===== src/design/gpio_pkg.sv =====
// package for the general purpose i/o port block
// assumes an ahb-lite slave with 32-bit data and word-aligned registers
package gpio_pkg;

    // register byte offsets (one aligned word each)
    localparam logic [7:0] OFF_DIR     = 8'h00;  // pin_direction_reg
    localparam logic [7:0] OFF_LEVEL   = 8'h04;  // pin_level_reg
    localparam logic [7:0] OFF_LATCH   = 8'h08;  // output_latch_reg
    localparam logic [7:0] OFF_ANALOG  = 8'h0C;  // analog_select_reg
    localparam logic [7:0] OFF_PULLUP  = 8'h10;  // weak_pullup_reg
    localparam logic [7:0] OFF_PERIPH  = 8'h14;  // peripheral ownership

    // decoded address width
    localparam int ADDR_LSB = 2;
    localparam int ADDR_MSB = 7;

    // reset values: all pins inputs, latch clear, analog selected
    localparam logic [31:0] RST_DIR    = 32'hFFFFFFFF;
    localparam logic [31:0] RST_LATCH  = 32'h00000000;
    localparam logic [31:0] RST_ANALOG = 32'hFFFFFFFF;
    localparam logic [31:0] RST_PULLUP = 32'h00000000;
    localparam logic [31:0] RST_PERIPH = 32'h00000000;

    // ahb encodings
    localparam logic [1:0] HTRANS_NONSEQ = 2'h2;
    localparam logic [1:0] HTRANS_SEQ    = 2'h3;
    localparam logic [2:0] HSIZE_WORD    = 3'h2;
    localparam logic       HRESP_OKAY    = 1'h0;

endpackage


===== src/design/general_purpose_io_port.sv =====
// general purpose i/o port: direction, latch, level read, analog, pull-up
// assumes an ahb-lite master and synchronous pin inputs on hclk
//
// Summary of operation
// - direction, level and latch registers per pin
// - direction bit selects input or driven output
// - latch write equals level register write
// - latch read returns stored latch values
// - level read returns actual pin levels
// - analog select disables digital input buffer
// - peripheral owns pin; gpio stops driving, readable
`timescale 1ns/1ps
module general_purpose_io_port
    import gpio_pkg::*;
#(
    parameter int WIDTH = 8            // pins in this port
)
(
    // clock and reset
    input  wire logic             hclk,
    input  wire logic             hresetn,
    // ahb-lite slave
    input  wire logic             hsel,
    input  wire logic [31:0]      haddr,
    input  wire logic [1:0]       htrans,
    input  wire logic             hwrite,
    input  wire logic [2:0]       hsize,
    input  wire logic [31:0]      hwdata,
    input  wire logic             hready,
    output logic [31:0]           hrdata,
    output logic                  hreadyout,
    output logic                  hresp,
    // peripheral ownership inputs
    input  wire logic [WIDTH-1:0] periph_out,
    input  wire logic [WIDTH-1:0] periph_oe,
    // pads
    input  wire logic [WIDTH-1:0] pad_in,
    output logic [WIDTH-1:0]      pad_out,
    output logic [WIDTH-1:0]      pad_oe,
    output logic [WIDTH-1:0]      pullup_en
);
    // register map, one aligned word each, low WIDTH bits used:
    //   direction  - 1 makes the pin an input, 0 drives the latch value
    //   level      - reads the sampled pins, writes go to the latch
    //   latch      - the general purpose output value, reads back as stored
    //   analog     - 1 gates the digital input buffer, pin reads zero
    //   pull-up    - 1 asks the pad for its weak pull-up
    //   peripheral - 1 hands the pad to the peripheral's value and enable
    // unmapped words read zero and ignore writes; the answer is always okay
    //
    // bus timing: writes have no wait state and land at the edge that ends
    // the data phase; reads insert one wait state so that the read value is
    // registered from the captured address before hready rises again
    // pad timing: a control write reaches pad_out and pad_oe one edge after
    // it lands, and a pin level reaches the level register at the very edge
    // that samples it; reads of the level register see that registered copy

    // register state
    logic [WIDTH-1:0] dir_r;          // pin_direction_reg
    logic [WIDTH-1:0] latch_r;        // output_latch_reg
    logic [WIDTH-1:0] analog_r;       // analog_select_reg
    logic [WIDTH-1:0] pullup_r;       // weak_pullup_reg
    logic [WIDTH-1:0] periph_r;       // peripheral enable per pin
    logic [WIDTH-1:0] level_r;        // sampled pin levels
    logic [WIDTH-1:0] level_nxt;
    logic [WIDTH-1:0] pad_out_nxt;
    logic [WIDTH-1:0] pad_oe_nxt;

    // data phase controls
    logic             wr_pend_r;
    logic [7:0]       addr_r;

    // decoded write strobes
    logic             wr_dir;
    logic             wr_latch;
    logic             wr_analog;
    logic             wr_pullup;
    logic             wr_periph;
    logic [WIDTH-1:0] wdata;
    logic [WIDTH-1:0] rd_sel;         // narrow read value
    logic [31:0]      hrdata_nxt;

    // address hits in the data phase
    logic             hit_dir;        // direction register addressed
    logic             hit_level;      // level register addressed
    logic             hit_latch;      // latch register addressed
    logic             hit_analog;     // analog select addressed
    logic             hit_pullup;     // pull-up enable addressed
    logic             hit_periph;     // peripheral enable addressed

    // next register values, held unless written
    logic [WIDTH-1:0] dir_nxt;
    logic [WIDTH-1:0] latch_nxt;
    logic [WIDTH-1:0] analog_nxt;
    logic [WIDTH-1:0] pullup_nxt;
    logic [WIDTH-1:0] periph_nxt;

    // read wait state control
    logic             rd_take;        // read address phase accepted
    logic             hreadyout_nxt;  // next ready to the bus

    // address phase capture
    gpio_ahb_decode u_dec
    (
        .hclk      (hclk),
        .hresetn   (hresetn),
        .hsel      (hsel),
        .htrans    (htrans),
        .hwrite    (hwrite),
        .hready    (hready),
        .haddr     (haddr[7:0]),
        .wr_pend_r (wr_pend_r),
        .addr_r    (addr_r)
    );

    assign wdata = hwdata[WIDTH-1:0];

    // address hits; only the captured data phase address counts
    assign hit_dir    = (addr_r == OFF_DIR);
    assign hit_level  = (addr_r == OFF_LEVEL);
    assign hit_latch  = (addr_r == OFF_LATCH);
    assign hit_analog = (addr_r == OFF_ANALOG);
    assign hit_pullup = (addr_r == OFF_PULLUP);
    assign hit_periph = (addr_r == OFF_PERIPH);

    // both latch and level offsets write the same latch
    assign wr_latch  = wr_pend_r & (hit_latch | hit_level);
    assign wr_dir    = wr_pend_r & hit_dir;
    assign wr_analog = wr_pend_r & hit_analog;
    assign wr_pullup = wr_pend_r & hit_pullup;
    assign wr_periph = wr_pend_r & hit_periph;

    // next values; a write replaces the whole register, else it holds
    assign dir_nxt    = wr_dir    ? wdata : dir_r;
    assign latch_nxt  = wr_latch  ? wdata : latch_r;
    assign analog_nxt = wr_analog ? wdata : analog_r;
    assign pullup_nxt = wr_pullup ? wdata : pullup_r;
    assign periph_nxt = wr_periph ? wdata : periph_r;

    // read select; unmapped offsets read zero with okay
    // and-or form: the offsets differ, so at most one hit is high
    assign rd_sel = ({WIDTH{hit_dir}}    & dir_r)
                  | ({WIDTH{hit_level}}  & level_r)
                  | ({WIDTH{hit_latch}}  & latch_r)
                  | ({WIDTH{hit_analog}} & analog_r)
                  | ({WIDTH{hit_pullup}} & pullup_r)
                  | ({WIDTH{hit_periph}} & periph_r);
    assign hrdata_nxt = {{(32-WIDTH){1'b0}}, rd_sel};

    // a read is taken when selected, ready and active but not a write;
    // its data phase is stretched by one cycle so that hrdata can come
    // from a flop loaded from the captured address, at the cost of one
    // cycle per read
    assign rd_take       = hsel & hready & htrans[1] & ~hwrite;
    assign hreadyout_nxt = ~rd_take;

    // one cell per pin
    genvar gi;
    generate
        for (gi = 0; gi < WIDTH; gi++)
        begin : g_pin
            gpio_pin_cell u_cell
            (
                .dir_in      (dir_r[gi]),
                .latch_val   (latch_r[gi]),
                .analog_sel  (analog_r[gi]),
                .periph_en   (periph_r[gi]),
                .periph_out  (periph_out[gi]),
                .periph_oe   (periph_oe[gi]),
                .pad_in      (pad_in[gi]),
                .pad_out_nxt (pad_out_nxt[gi]),
                .pad_oe_nxt  (pad_oe_nxt[gi]),
                .level_nxt   (level_nxt[gi])
            );
        end
    endgenerate

    // direction register; resets to all inputs so no pin drives early
    always_ff @(posedge hclk or negedge hresetn)
    begin
        if (!hresetn)
        begin
            dir_r <= RST_DIR[WIDTH-1:0];
        end
        else
        begin
            dir_r <= dir_nxt;
        end
    end

    // output latch; written through either the latch or the level word
    always_ff @(posedge hclk or negedge hresetn)
    begin
        if (!hresetn)
        begin
            latch_r <= RST_LATCH[WIDTH-1:0];
        end
        else
        begin
            latch_r <= latch_nxt;
        end
    end

    // analog select; set bits gate the digital input buffer
    always_ff @(posedge hclk or negedge hresetn)
    begin
        if (!hresetn)
        begin
            analog_r <= RST_ANALOG[WIDTH-1:0];
        end
        else
        begin
            analog_r <= analog_nxt;
        end
    end

    // weak pull-up enables
    always_ff @(posedge hclk or negedge hresetn)
    begin
        if (!hresetn)
        begin
            pullup_r <= RST_PULLUP[WIDTH-1:0];
        end
        else
        begin
            pullup_r <= pullup_nxt;
        end
    end

    // peripheral ownership per pin
    always_ff @(posedge hclk or negedge hresetn)
    begin
        if (!hresetn)
        begin
            periph_r <= RST_PERIPH[WIDTH-1:0];
        end
        else
        begin
            periph_r <= periph_nxt;
        end
    end

    // pin sampling; analog pins are forced low before the flop
    always_ff @(posedge hclk or negedge hresetn)
    begin
        if (!hresetn)
        begin
            level_r <= '0;
        end
        else
        begin
            level_r <= level_nxt;
        end
    end

    // pad drive; the pad path lags its control write by one cycle so that
    // pad_out and pad_oe come straight from flops
    always_ff @(posedge hclk or negedge hresetn)
    begin
        if (!hresetn)
        begin
            pad_out <= '0;
            pad_oe  <= '0;
        end
        else
        begin
            pad_out <= pad_out_nxt;
            pad_oe  <= pad_oe_nxt;
        end
    end

    // pull-up enable to the pad, registered like the other pad controls
    always_ff @(posedge hclk or negedge hresetn)
    begin
        if (!hresetn)
        begin
            pullup_en <= '0;
        end
        else
        begin
            pullup_en <= pullup_r;
        end
    end

    // read data; loads during the read wait state and stands with hready
    always_ff @(posedge hclk or negedge hresetn)
    begin
        if (!hresetn)
        begin
            hrdata <= 32'h00000000;
        end
        else
        begin
            hrdata <= hrdata_nxt;
        end
    end

    // bus handshake; ready drops for one cycle after a read is taken
    always_ff @(posedge hclk or negedge hresetn)
    begin
        if (!hresetn)
        begin
            hreadyout <= 1'b1;
            hresp     <= HRESP_OKAY;
        end
        else
        begin
            hreadyout <= hreadyout_nxt;
            hresp     <= HRESP_OKAY;
        end
    end
endmodule // general_purpose_io_port


===== src/design/gpio_pin_cell.sv =====
// one pad cell's digital behaviour: driver select and input buffer gate
// assumes the pin input is synchronous to hclk
`timescale 1ns/1ps
module gpio_pin_cell
    import gpio_pkg::*;
(
    // controls for this pin
    input  wire logic dir_in,       // 1 = input, driver off
    input  wire logic latch_val,    // general purpose output value
    input  wire logic analog_sel,   // disables digital input buffer
    input  wire logic periph_en,    // peripheral owns the pin
    input  wire logic periph_out,   // peripheral output value
    input  wire logic periph_oe,    // peripheral drive enable
    // pad side
    input  wire logic pad_in,       // level at the pin
    output logic      pad_out_nxt,  // next pad output value
    output logic      pad_oe_nxt,   // next pad output enable
    output logic      level_nxt     // next sampled digital level
);
    // peripheral wins over the latch path; gpio drives only when dir is 0
    assign pad_out_nxt = periph_en ? periph_out : latch_val;
    assign pad_oe_nxt  = periph_en ? periph_oe : ~dir_in;
    // analog pins read zero so mid-rail levels never reach logic
    assign level_nxt   = analog_sel ? 1'b0 : pad_in;
endmodule // gpio_pin_cell


===== src/design/gpio_ahb_decode.sv =====
// ahb-lite address phase capture for the port registers
// assumes a single master, whole-word single transfers
`timescale 1ns/1ps
module gpio_ahb_decode
    import gpio_pkg::*;
(
    // clock and reset
    input  wire logic       hclk,
    input  wire logic       hresetn,
    // address phase
    input  wire logic       hsel,
    input  wire logic [1:0] htrans,
    input  wire logic       hwrite,
    input  wire logic       hready,
    input  wire logic [7:0] haddr,
    // captured data phase controls
    output logic            wr_pend_r,   // write data phase now
    output logic [7:0]      addr_r       // captured byte address
);
    logic       take;        // valid transfer accepted
    logic       wr_pend_nxt;
    logic [7:0] addr_nxt;

    assign take = hsel & hready & htrans[1];
    assign wr_pend_nxt = take & hwrite;
    assign addr_nxt    = take ? haddr : addr_r;

    // holding the address lets read data be registered from it during the wait state
    always_ff @(posedge hclk or negedge hresetn)
    begin
        if (!hresetn)
        begin
            wr_pend_r <= 1'b0;
            addr_r    <= 8'h00;
        end
        else
        begin
            wr_pend_r <= wr_pend_nxt;
            addr_r    <= addr_nxt;
        end
    end
endmodule // gpio_ahb_decode


===== config.mk =====
export PLATFORM = sky130hd
export DESIGN_NAME = general_purpose_io_port
export DESIGN_NICKNAME = d
export VERILOG_FILES = /design/src/design/gpio_pkg.sv /design/src/design/general_purpose_io_port.sv /design/src/design/gpio_pin_cell.sv /design/src/design/gpio_ahb_decode.sv
export SDC_FILE = /design/constraint.sdc
export NUM_CORES = 1
export LEC_CHECK = 0
export ABC_CLOCK_PERIOD_IN_PS = 1550
export CAP_MARGIN = 40
export CORE_MARGIN = 1.5
export CORE_UTILIZATION = 56
export DETAILED_ROUTE_END_ITERATION = 10
export DONT_BUFFER_PORTS = 1
export PLACE_DENSITY = 0.74
export SYNTH_ARGS = -nofsm -noshare
export SYNTH_HDL_FRONTEND = slang
export SYNTH_SLANG_ARGS = --single-unit

===== constraint.sdc =====
create_clock -name hclk -period 1.55 [get_ports hclk]
set_input_delay 0.0775 -clock hclk [delete_from_list [all_inputs] [get_ports hclk]]
set_output_delay 0.0775 -clock hclk [all_outputs]
set_load 0.01 [all_outputs]

==> qor.csv, run 1 <==
stage,metric,value,unit
run_status,status,finished with violations,
run_status,failing checks,"design-rule violations, negative hold slack, negative setup slack",
timing,Slew Limit Fails,0,
final_layout,fraction of layout cells with a size suffix above 1,41.7,%
synth,mapped cell area,3790,sq um
final_layout,P&R area growth vs syn,25.3,%
critical_path,CP endpoint kind,flop,
drt,DR WL/cell,18.8,um
timing,fmax,620,MHz
synth,Synth Area per Inst,14.4,sq um
critical_path,CP endpoint,pullup_r[5]$_DFFE_PN0P_,
floorplanning,Core ar.,6460,sq um
critical_path,Reg2Reg Capture Point,pullup_r[5]$_DFFE_PN0P_,
timing,Period minus WS final,1610,ps
clock_tree,hold_buf cts,41,
power_and_ir_drop,PwrDens,1100,nW/um^2
critical_path,cell family with most CP delay,simple AND/OR/NAND/NOR gates,
clock_tree,CTS tree,yes,
global_route,grt ovf,0,
critical_path,R2R Setup Slk,-60,ps
global_route,number of global-route vias before repair,2410,
synth,main flop type after synthesis,dfrtp_1,
synth,"EDFF count, synth",0,
critical_path,crit path buf inv count,2,
placed_design,gpl congestion,0.772,
synth,main area contributors after synthesis,"dfrtp_1 48%, mux2_2 19%, dfstp_2 12%, buf_4 5.0%, mux2i_1 1.8%",
floorplanning,die width,85.3,um
synth,Synth Area in Adders,0,%
floorplanning,row cnt,29,
power_and_ir_drop,worst IR drop on VDD,0.747,mV
synth,Synth area leader,dfrtp_1,
floorplanning,die area,7270,sq um
power_and_ir_drop,Leak Pwr,2.05,nW
clock_tree,CTS Buf Count,9,
timing,Final Hold Fails,90,
placed_design,Post-DP Area,3970,sq um
clock_tree,root buffer cell,clkbuf_8,
timing,Final setup viols,32,
timing,hold slack,-606,ps
critical_path,WP data required,1800,ps
drt,DR pass1 iterations,8,
critical_path,crit path cell chain,buf_6 -> nor4b_4 -> buf_6 -> nand3_4 -> mux2_4,
critical_path,CP Depth,5,
synth,Synth Area in XOR/XNOR,0.231,%
critical_path,slowest CP cell,dfrtp_1,
synth,post-synthesis mux area share,21.2,%
critical_path,Critical Path Source,u_dec.addr_r[5]$_DFFE_PN0P_,
critical_path,CP peak stage delay,420,ps
synth,"Seq/Total Area, Yosys",60.0,%
drt,Via density,5.53,
floorplanning,starting density of the core,58.7,%
synth,synthesized flop and latch total,90,
placed_design,IO buf count,0,
critical_path,CP dominant cell by count,buf_6,
drt,Routed WL,7.95,mm
synth,share of the synthesized area in the top cell type,48.2,%
final_layout,# fillers,439,
floorplanning,I/O pin total,156,
timing,RSZ-0062 raised after global routing,yes,
synth,largest family of logic cells by synthesized area,multiplexers,
final_layout,ant diodes,0,
floorplanning,Vert. Die Dim,85.3,um
critical_path,WP data arrival,1870,ps
synth,"Distinct cells, synth",29,
global_route,largest net degree at the start of global routing,91,
critical_path,worst reg-to-reg path cell count,5,
critical_path,Crit Path Max Fanout,8,
global_route,initial antenna violation count,0,
drt,via count,2332,
synth,Post-synth top cells,"73 x dfrtp_1, 65 x mux2_2, 25 x buf_4, 17 x dfstp_2, 10 x nand3_1",
timing,worst setup margin,-63.5,ps
drt,Iter 0 DRT Violations,119,
critical_path,critical path class,flop to flop,
clock_tree,"Clk Latency, worst-skew pair",370,ps
synth,Async SR Flop Fraction,100,%
clock_tree,clock net sink count,90,
synth,YS warnings,0,
timing,Final Cycle Share,104,%
clock_tree,"CTS clk-pin slew, worst paths",90,ps
global_route,Total GRT Usage,22.8,%
final_layout,Multi-input gate area,1480,sq um
flow_run,max-cap viol count,0,
critical_path,Setup crit start kind,flop,
synth,Mapped Cells,263,
placed_design,hpwl dp,4.80,mm
drt,DRC errors left,8,
clock_tree,CTS H-tree depth,3,
worst_hold_path,worst hold path class,primary input to async pin,
synth,post-synthesis simple-gate area fraction,7.99,%
clock_tree,Longest Clk Path Bufs,2,
drt,post-route ant nets,0,
critical_path,reg-to-reg startpoint,u_dec.addr_r[5]$_DFFE_PN0P_,
global_route,first-pass GRT wire length,12.4,mm
timing,Worst Clk Skew,12.1,ps
final_layout,register area,2280,sq um
final_layout,post-layout net count,438,
synth,most frequent cell after synthesis,dfrtp_1,
synth,Synth Area in Compound Gates,4.46,%
final_layout,fin area,4750,sq um
## worst reg2reg max path, cell delays in order, from the launching register on
cell	delay (ps)
dfrtp_1	420
buf_6	140
nor4b_4	250
buf_6	160
nand3_4	180
mux2_4	350
## cell type report
| type | instances | share of cell area [%] |
|---|---|---|
| flip-flops and latches | 90 | 47.9 |
| repair buffers | 73 | 14.4 |
| multi-input cells | 165 | 31.1 |
| inverters | 1 | 0.0791 |
| well taps | 77 | 2.03 |
| clock buffers | 11 | 2.77 |
| clock inverters | 5 | 1.69 |
## routing by layer
layer	up-vias	GRT usage, %	share of wire, %	routed length [um]
met5	-	0	0	0
met4	0	10.7	2.2	178
met3	17	4.09	4.5	360
met2	87	38.1	52	4140
met1	1178	29.2	41	3270
li1	1050	-	-	-
## power by group
| group | switching, mW | total [mW] | leakage [nW] | internal, mW |
|---|---|---|---|---|
| clock network | 0.809 | 1.72 | 0.0995 | 0.906 |
| registers | 0.206 | 2.77 | 1.05 | 2.56 |
| logic | 0.321 | 0.747 | 0.899 | 0.426 |
## kinds of logic (layout without fill, tap and decap cells)
logic type | after synthesis | count (layout)
AOI/OAI and AO/OA | 24 | 24
xor gates and xnor gates | 1 | 1
buffers and inverters | 32 | 90
DFF | 90 | 90
muxes | 72 | 72
other | 1 | 25
and+or+nand+nor | 43 | 43
## through the flow
stage	TNS (ps)	setup slack, ps	util [%]	total power [mW]	instances
after CTS	-1410	-74.6	72.4	5.20	420
after floorplan	-890	-52.9	-	3.21	287
after global routing	-2940	-127	73.5	5.42	422
after detailed placement	-3080	-169	61.4	3.37	361
final	-996	-63.5	73.5	5.23	422
after global placement	-1750	-94.3	61.4	3.35	361
## state kept, by name, summed over array words and instances (netlist names)
signal and count:
hrdata 8, pullup_en 8, latch_r 8, hreadyout 1, dir_r 8, analog_r 8
pad_oe 8, pad_out 8, level_r 8, periph_r 8, pullup_r 8, u_dec.addr_r 8
u_dec.wr_pend_r 1
## cells in the final DEF (no fill, tap or decap), types with 4 or more instances in the layout
| cell | synthesis | final |
|---|---|---|
| buf_4 | 25 | 23 |
| dfstp_2 | 17 | 17 |
| nand3_1 | 10 | 10 |
| conb_1 | 1 | 25 |
| mux2_4 | 0 | 10 |
| o21ai_0 | 8 | 8 |
| nand2_1 | 9 | 9 |
| clkbuf_8 | 0 | 9 |
| mux2i_1 | 7 | 7 |
| dlygate4sd3_1 | 0 | 41 |
| o221ai_1 | 7 | 4 |
| mux2_2 | 65 | 55 |
| nor2b_1 | 8 | 8 |
| dfrtp_1 | 73 | 71 |
| buf_6 | 2 | 9 |
| a22oi_1 | 8 | 8 |
## worst min-delay path by stage
stage	depth (start not counted)	end	from
final	0	pad_out[2]$_DFF_PN0_	hresetn
after global routing	0	pad_out[2]$_DFF_PN0_	hresetn
after CTS	0	pad_out[2]$_DFF_PN0_	hresetn
after detailed placement	0	pad_oe[7]$_DFF_PN0_	hresetn
after global placement	0	pad_oe[7]$_DFF_PN0_	hresetn
after floorplan	0	hrdata[0]$_DFF_PN0_	hresetn
## repair_timing
item	in CTS	in global routing
gates cloned	0	0
pin swaps	4	6
endpoints found under the setup margin	40	48
resized for setup	18	12
buffers inserted	2	3
hold endpoints to repair	164	90
No activity file was read; power rests on OpenSTA's default activity.
==> inputs of run 2 (changes only) <==
--- a/config.mk
+++ b/config.mk
@@ -9,6 +9,7 @@
 export CAP_MARGIN = 40
 export CORE_MARGIN = 1.5
 export CORE_UTILIZATION = 56
+export CTS_BUF_LIST = sky130_fd_sc_hd__clkbuf_16
 export DETAILED_ROUTE_END_ITERATION = 10
 export DONT_BUFFER_PORTS = 1
 export PLACE_DENSITY = 0.74
==> run 2 against run 1 <==
  * The flow still finishes with violations (design-rule violations, negative hold slack, negative setup slack)
  * Final area up 2.2%
  * Non-clock buffer count did not move
  * Critical path depth stayed put
  * Highest routed layer unchanged
==> qor.csv, run 2 (synthesized netlist as in run 1, its figures left out) <==
stage,metric,value,unit,change
critical_path,Crit Path Max Fanout,8,,unchanged
critical_path,Reg2Reg Capture Point,pullup_r[6]$_DFFE_PN0P_,,
floorplanning,starting density of the core,58.7,%,unchanged
global_route,first-pass GRT wire length,12.5,mm,+1.1%
placed_design,hpwl dp,4.80,mm,unchanged
clock_tree,CTS tree,yes,,
timing,Final Cycle Share,105,%,+1.4 points
critical_path,critical path class,flop to flop,,
critical_path,CP peak stage delay,410,ps,about the same
critical_path,crit path buf inv count,2,,unchanged
critical_path,worst reg-to-reg path cell count,5,,unchanged
clock_tree,clock net sink count,90,,unchanged
floorplanning,I/O pin total,156,,unchanged
flow_run,max-cap viol count,0,,unchanged
drt,via count,2359,,+1.2%
drt,Iter 0 DRT Violations,95,,-20%
critical_path,WP data arrival,1860,ps,about the same
timing,worst setup margin,-84.9,ps,-21.4 ps
critical_path,Setup crit start kind,flop,,
timing,Period minus WS final,1630,ps,+21.4 ps
floorplanning,row cnt,29,,unchanged
global_route,initial antenna violation count,0,,unchanged
global_route,largest net degree at the start of global routing,91,,unchanged
final_layout,most frequent cells in the layout,"69 x dfrtp_1, 53 x mux2_2, 41 x dlygate4sd3_1",,
critical_path,cell family with most CP delay,simple AND/OR/NAND/NOR gates,,
power_and_ir_drop,PwrDens,1200,nW/um^2,+8.6%
critical_path,crit path cell chain,buf_6 -> nor4b_4 -> buf_6 -> nand3_4 -> mux2_4,,
floorplanning,Vert. Die Dim,85.3,um,unchanged
placed_design,Post-DP Area,3970,sq um,unchanged
critical_path,slowest CP cell,dfrtp_1,,
final_layout,"most common cell after layout, fill and taps aside",dfrtp_1,,
drt,DRC errors left,8,,unchanged
timing,Worst Clk Skew,5.59,ps,-6.54 ps
critical_path,Critical Path Source,u_dec.addr_r[5]$_DFFE_PN0P_,,
power_and_ir_drop,worst IR drop on VDD,0.801,mV,+7.3%
clock_tree,CTS Buf Count,9,,unchanged
global_route,number of global-route vias before repair,2406,,-0.17%
global_route,Total GRT Usage,23.3,%,+0.45 points
drt,Via density,5.59,,+1.2%
power_and_ir_drop,Leak Pwr,2.11,nW,+3.0%
floorplanning,Core ar.,6460,sq um,unchanged
drt,Routed WL,8.37,mm,+5.2%
clock_tree,"CTS clk-pin slew, worst paths",60,ps,-30 ps
drt,DR pass1 iterations,7,,-1
critical_path,WP data required,1770,ps,-30 ps
run_status,status,finished with violations,,
clock_tree,CTS H-tree depth,3,,unchanged
global_route,grt ovf,0,,unchanged
timing,hold slack,-568,ps,+38.0 ps
timing,fmax,612,MHz,-1.3%
drt,DR WL/cell,19.8,um,+5.2%
final_layout,fin area,4850,sq um,+2.2%
final_layout,P&R area growth vs syn,28.0,%,
critical_path,CP endpoint kind,flop,,
timing,Final Hold Fails,90,,unchanged
critical_path,CP dominant cell by count,buf_6,,
drt,post-route ant nets,0,,unchanged
critical_path,R2R Setup Slk,-80,ps,-20 ps
final_layout,ant diodes,0,,unchanged
placed_design,gpl congestion,0.772,,unchanged
final_layout,Final Instance Count excl. Fillers,422,,unchanged
timing,Slew Limit Fails,0,,unchanged
final_layout,post-layout net count,438,,unchanged
placed_design,Post-Place Cells,361,,unchanged
floorplanning,die width,85.3,um,unchanged
clock_tree,"Clk Latency, worst-skew pair",340,ps,-30 ps
clock_tree,root buffer cell,clkbuf_16,,
critical_path,reg-to-reg startpoint,u_dec.addr_r[5]$_DFFE_PN0P_,,
timing,RSZ-0062 raised after global routing,yes,,
clock_tree,Longest Clk Path Bufs,2,,unchanged
clock_tree,hold_buf cts,41,,unchanged
floorplanning,die area,7270,sq um,unchanged
worst_hold_path,worst hold path class,primary input to async pin,,
placed_design,IO buf count,0,,unchanged
run_status,failing checks,"design-rule violations, negative hold slack, negative setup slack",,
final_layout,fraction of layout cells with a size suffix above 1,41.7,%,unchanged
timing,Final setup viols,35,,+9.4%
[run 2: worst max path at each step]
stage,endpoint,depth (start not counted)
2_1_floorplan,pullup_r[0]$_DFFE_PN0P_,3
3_3_place_gp,analog_r[1]$_DFFE_PN1P_,4
3_5_place_dp,analog_r[0]$_DFFE_PN1P_,4
4_1_cts,pullup_r[6]$_DFFE_PN0P_,5
5_1_grt,pullup_r[6]$_DFFE_PN0P_,5
6_report,pullup_r[6]$_DFFE_PN0P_,5
[run 2: area by class of cell]
| type | instances | area [sq um] |
|---|---|---|
| Sequential cell | 90 | 2280 |
| Inverter | 1 | 3.75 |
| Fill cell | 412 | 1610 |
| Clock inverter | 7 | 87.6 |
| Timing Repair Buffer | 73 | 688 |
| Clock buffer | 9 | 225 |
| Multi-Input combinational cell | 165 | 1470 |
| Tap cell | 77 | 96.3 |
[run 2: where the power goes]
group          internal (mW)  switching, mW  leakage [nW]
logic                  0.433          0.335         0.908
registers               2.57          0.206          1.05
clock network           1.40          0.867         0.154
total                   4.40           1.41          2.11
[run 2: worst register-to-register path, stage by stage (launching register included)]
cell	delay, ps
dfrtp_1	410
buf_6	140
nor4b_4	250
buf_6	160
nand3_4	200
mux2_4	360
[run 2: layer usage]
layer	part of all wire [%]	wire length, um	up-vias	GRT usage [%]
met1	41	3390	1217	28.7
met2	53	4450	80	40.2
met3	4.5	379	12	4.18
met4	1.8	150	0	10.6
met5	0	0	-	0
li1	-	-	1050	-
[run 2: timing repair]
action | 4_1_cts | 5_1_grt
hold endpoints to repair | 164 | 90
cloned | 0 | 1
gates resized for setup | 22 | 13
setup endpoints to repair | 40 | 48
buffers inserted | 2 | 3
pin swaps | 5 | 5
[run 2: per-stage QoR]
step	setup WS (ps)	hold slack, ps	util (%)	setup TNS, ps	power [mW]
floorplan	-52.9	-218	-	-890	3.21
global placement	-94.3	-216	61.4	-1750	3.35
detailed placement	-169	-216	61.4	-3080	3.37
CTS	-81.7	-574	74.2	-1440	5.76
global route	-127	-584	75.1	-3300	5.99
finish	-84.9	-568	75.1	-1580	5.81
==> inputs of run 3 (changes only) <==
--- a/config.mk
+++ b/config.mk
@@ -5,14 +5,15 @@
 export SDC_FILE = /design/constraint.sdc
 export NUM_CORES = 1
 export LEC_CHECK = 0
-export ABC_CLOCK_PERIOD_IN_PS = 1550
+export ABC_CLOCK_PERIOD_IN_PS = 1600
 export CAP_MARGIN = 40
 export CORE_MARGIN = 1.5
-export CORE_UTILIZATION = 56
+export CORE_UTILIZATION = 59
 export CTS_BUF_LIST = sky130_fd_sc_hd__clkbuf_16
 export DETAILED_ROUTE_END_ITERATION = 10
 export DONT_BUFFER_PORTS = 1
-export PLACE_DENSITY = 0.74
+export PLACE_DENSITY = 0.75
+export SETUP_SLACK_MARGIN = 0.5
 export SYNTH_ARGS = -nofsm -noshare
 export SYNTH_HDL_FRONTEND = slang
 export SYNTH_SLANG_ARGS = --single-unit
==> constraint.sdc (replaced) <==
create_clock -name hclk -period 1.6 [get_ports hclk]
set_input_delay 0.08 -clock hclk [delete_from_list [all_inputs] [get_ports hclk]]
set_output_delay 0.08 -clock hclk [all_outputs]
set_load 0.01 [all_outputs]
==> run 3 against run 2 <==
  * The flow finishes with violations (negative hold slack, negative setup slack)
  * First-iteration DRC count is 18% lower
  * Via count is 1.8% lower
  * Fmax hardly changed
  * Global-route usage is 0.66 points lower
  * Sequential power is 3% lower
  * Clock-buffer cell count stayed put
  * Largest power group unchanged
==> qor.csv, run 3 (synthesized netlist as in run 1, its figures left out) <==
stage,metric,value,unit,change
critical_path,cell family with most CP delay,simple AND/OR/NAND/NOR gates,,
clock_tree,root buffer cell,clkbuf_16,,
timing,RSZ-0062 raised after global routing,yes,,
clock_tree,Longest Clk Path Bufs,2,,unchanged
critical_path,critical path class,flop to flop,,
critical_path,WP data required,1820,ps,+50 ps
critical_path,R2R Setup Slk,-30,ps,+50 ps
critical_path,Setup crit start kind,flop,,
final_layout,Final Instance Count excl. Fillers,425,,+0.71%
critical_path,CP endpoint kind,flop,,
clock_tree,"CTS clk-pin slew, worst paths",60,ps,about the same
floorplanning,row cnt,29,,unchanged
drt,Routed WL,7.90,mm,-5.6%
placed_design,hpwl dp,4.74,mm,-1.3%
timing,Worst Clk Skew,4.92,ps,-0.666 ps
run_status,status,finished with violations,,
clock_tree,"Clk Latency, worst-skew pair",340,ps,about the same
final_layout,# fillers,367,,-11%
critical_path,WP data arrival,1860,ps,about the same
clock_tree,CTS H-tree depth,3,,unchanged
drt,DR WL/cell,18.6,um,-6.3%
placed_design,gpl congestion,0.774,,+0.23%
timing,Final setup viols,15,,-57%
floorplanning,die width,83.1,um,-2.5%
timing,Final Hold Fails,90,,unchanged
placed_design,IO buf count,0,,unchanged
floorplanning,die area,6910,sq um,-4.9%
clock_tree,hold_buf cts,41,,unchanged
critical_path,crit path buf inv count,2,,unchanged
timing,Slew Limit Fails,0,,unchanged
critical_path,crit path cell chain,buf_6 -> nor4b_4 -> buf_6 -> nand3_4 -> mux2_4,,
global_route,largest net degree at the start of global routing,91,,unchanged
placed_design,pre-CTS setup slack,2.98,ps,+172 ps
drt,Iter 0 DRT Violations,78,,-18%
drt,via count,2317,,-1.8%
timing,Total Neg Setup Slack,-138,ps,+1440 ps
floorplanning,I/O pin total,156,,unchanged
worst_hold_path,worst hold path class,primary input to async pin,,
floorplanning,starting density of the core,60.4,%,+1.7 points
timing,hold slack,-569,ps,-0.844 ps
drt,DRC errors left,0,,-8
final_layout,P&R area growth vs syn,31.2,%,
flow_run,max-cap viol count,0,,unchanged
final_layout,Multi-input gate area,1600,sq um,+8.6%
timing,Period minus WS final,1630,ps,-0.505 ps
power_and_ir_drop,Leak Pwr,2.16,nW,+2.3%
final_layout,register area,2280,sq um,+0.11%
global_route,first-pass GRT wire length,11.8,mm,-5.3%
critical_path,reg-to-reg startpoint,u_dec.addr_r[5]$_DFFE_PN0P_,,
global_route,initial antenna violation count,0,,unchanged
floorplanning,Core ar.,6280,sq um,-2.8%
critical_path,Reg2Reg Capture Point,periph_r[4]$_DFFE_PN0P_,,
final_layout,"most common cell after layout, fill and taps aside",dfrtp_1,,
final_layout,most frequent cells in the layout,"67 x dfrtp_1, 47 x mux2_2, 41 x dlygate4sd3_1",,
global_route,number of global-route vias before repair,2363,,-1.8%
timing,fmax,612,MHz,about the same
critical_path,CP dominant cell by count,buf_6,,
drt,post-route ant nets,0,,unchanged
drt,Via density,5.45,,-2.5%
clock_tree,CTS tree,yes,,
power_and_ir_drop,worst IR drop on VDD,0.697,mV,-13%
clock_tree,clock net sink count,90,,unchanged
drt,DR pass1 iterations,5,,-2
global_route,Total GRT Usage,22.6,%,-0.66 points
critical_path,worst reg-to-reg path cell count,5,,unchanged
timing,worst setup margin,-34.4,ps,+50.5 ps
final_layout,ant diodes,0,,unchanged
timing,Final Cycle Share,102,%,-3.3 points
clock_tree,CTS Buf Count,9,,unchanged
critical_path,slowest CP cell,dfrtp_1,,
final_layout,fraction of layout cells with a size suffix above 1,46.6,%,+4.8 points
global_route,grt ovf,0,,unchanged
critical_path,CP peak stage delay,410,ps,about the same
run_status,failing checks,"negative hold slack, negative setup slack",,
critical_path,Crit Path Max Fanout,8,,unchanged
floorplanning,Vert. Die Dim,83.1,um,-2.5%
power_and_ir_drop,PwrDens,1080,nW/um^2,-10%
placed_design,Post-Place Cells,359,,-0.55%
final_layout,post-layout net count,441,,+0.68%
run 3: changes by cell type in the layout (fill, tap and decap cells not counted), moves of 3 or more:
cell / before / now
o221ai_2: 1 / 6
a22oi_2: 0 / 7
mux2_4: 12 / 18
mux2_2: 53 / 47
clkinv_1: 0 / 3
a22oi_1: 8 / 1
o221ai_1: 6 / 1
run 3: where the power goes:
part | switching [mW] | internal, mW
clock | 0.804 | 1.02
sequential | 0.214 | 2.49
combinational | 0.344 | 0.483
run 3: area by class of cell:
class	count	area share, %
sequential	90	45.9
multi-input combinational	165	32.2
timing repair buffer	76	14.8
clock buffer	9	4.53
tap	77	1.94
clock inverter	7	0.579
inverter	1	0.0755
run 3: layer usage:
metal	global-route usage (%)	vias to the layer above	share of wire (%)
met4	10.0	0	2.4
met3	5.17	15	5.4
met5	0	-	0
met1	28.7	1156	42
li1	-	1062	-
met2	37.4	84	50
run 3: worst max-delay path by stage:
stage	cells after the start	end	from
3_3_place_gp	4	analog_r[5]$_DFFE_PN1P_	u_dec.addr_r[6]$_DFFE_PN0P_
4_1_cts	4	analog_r[7]$_DFFE_PN1P_	u_dec.addr_r[6]$_DFFE_PN0P_
6_report	5	periph_r[4]$_DFFE_PN0P_	u_dec.addr_r[5]$_DFFE_PN0P_
2_1_floorplan	3	pullup_r[0]$_DFFE_PN0P_	u_dec.addr_r[7]$_DFFE_PN0P_
5_1_grt	5	periph_r[4]$_DFFE_PN0P_	u_dec.addr_r[5]$_DFFE_PN0P_
3_5_place_dp	5	pullup_r[7]$_DFFE_PN0P_	u_dec.addr_r[5]$_DFFE_PN0P_
run 3: repair_timing:
action	CTS	global route
endpoints found under the setup margin	49	48
cloned	0	1
hold endpoints to repair	164	90
gates resized for setup	4	58
pin swaps	1	13
setup buffers	2	6
run 3: through the flow:
step                hold slack (ps)  cell area, sq um  total power [mW]  util [%]
CTS                            -577              4670              5.20      74.4
finish                         -569              4970              5.36      79.2
global route                   -580              4970              5.54      79.2
detailed placement             -213              3980              3.28      63.3
floorplan                      -216              3910              3.13         -
global placement               -214              3980              3.26      63.3
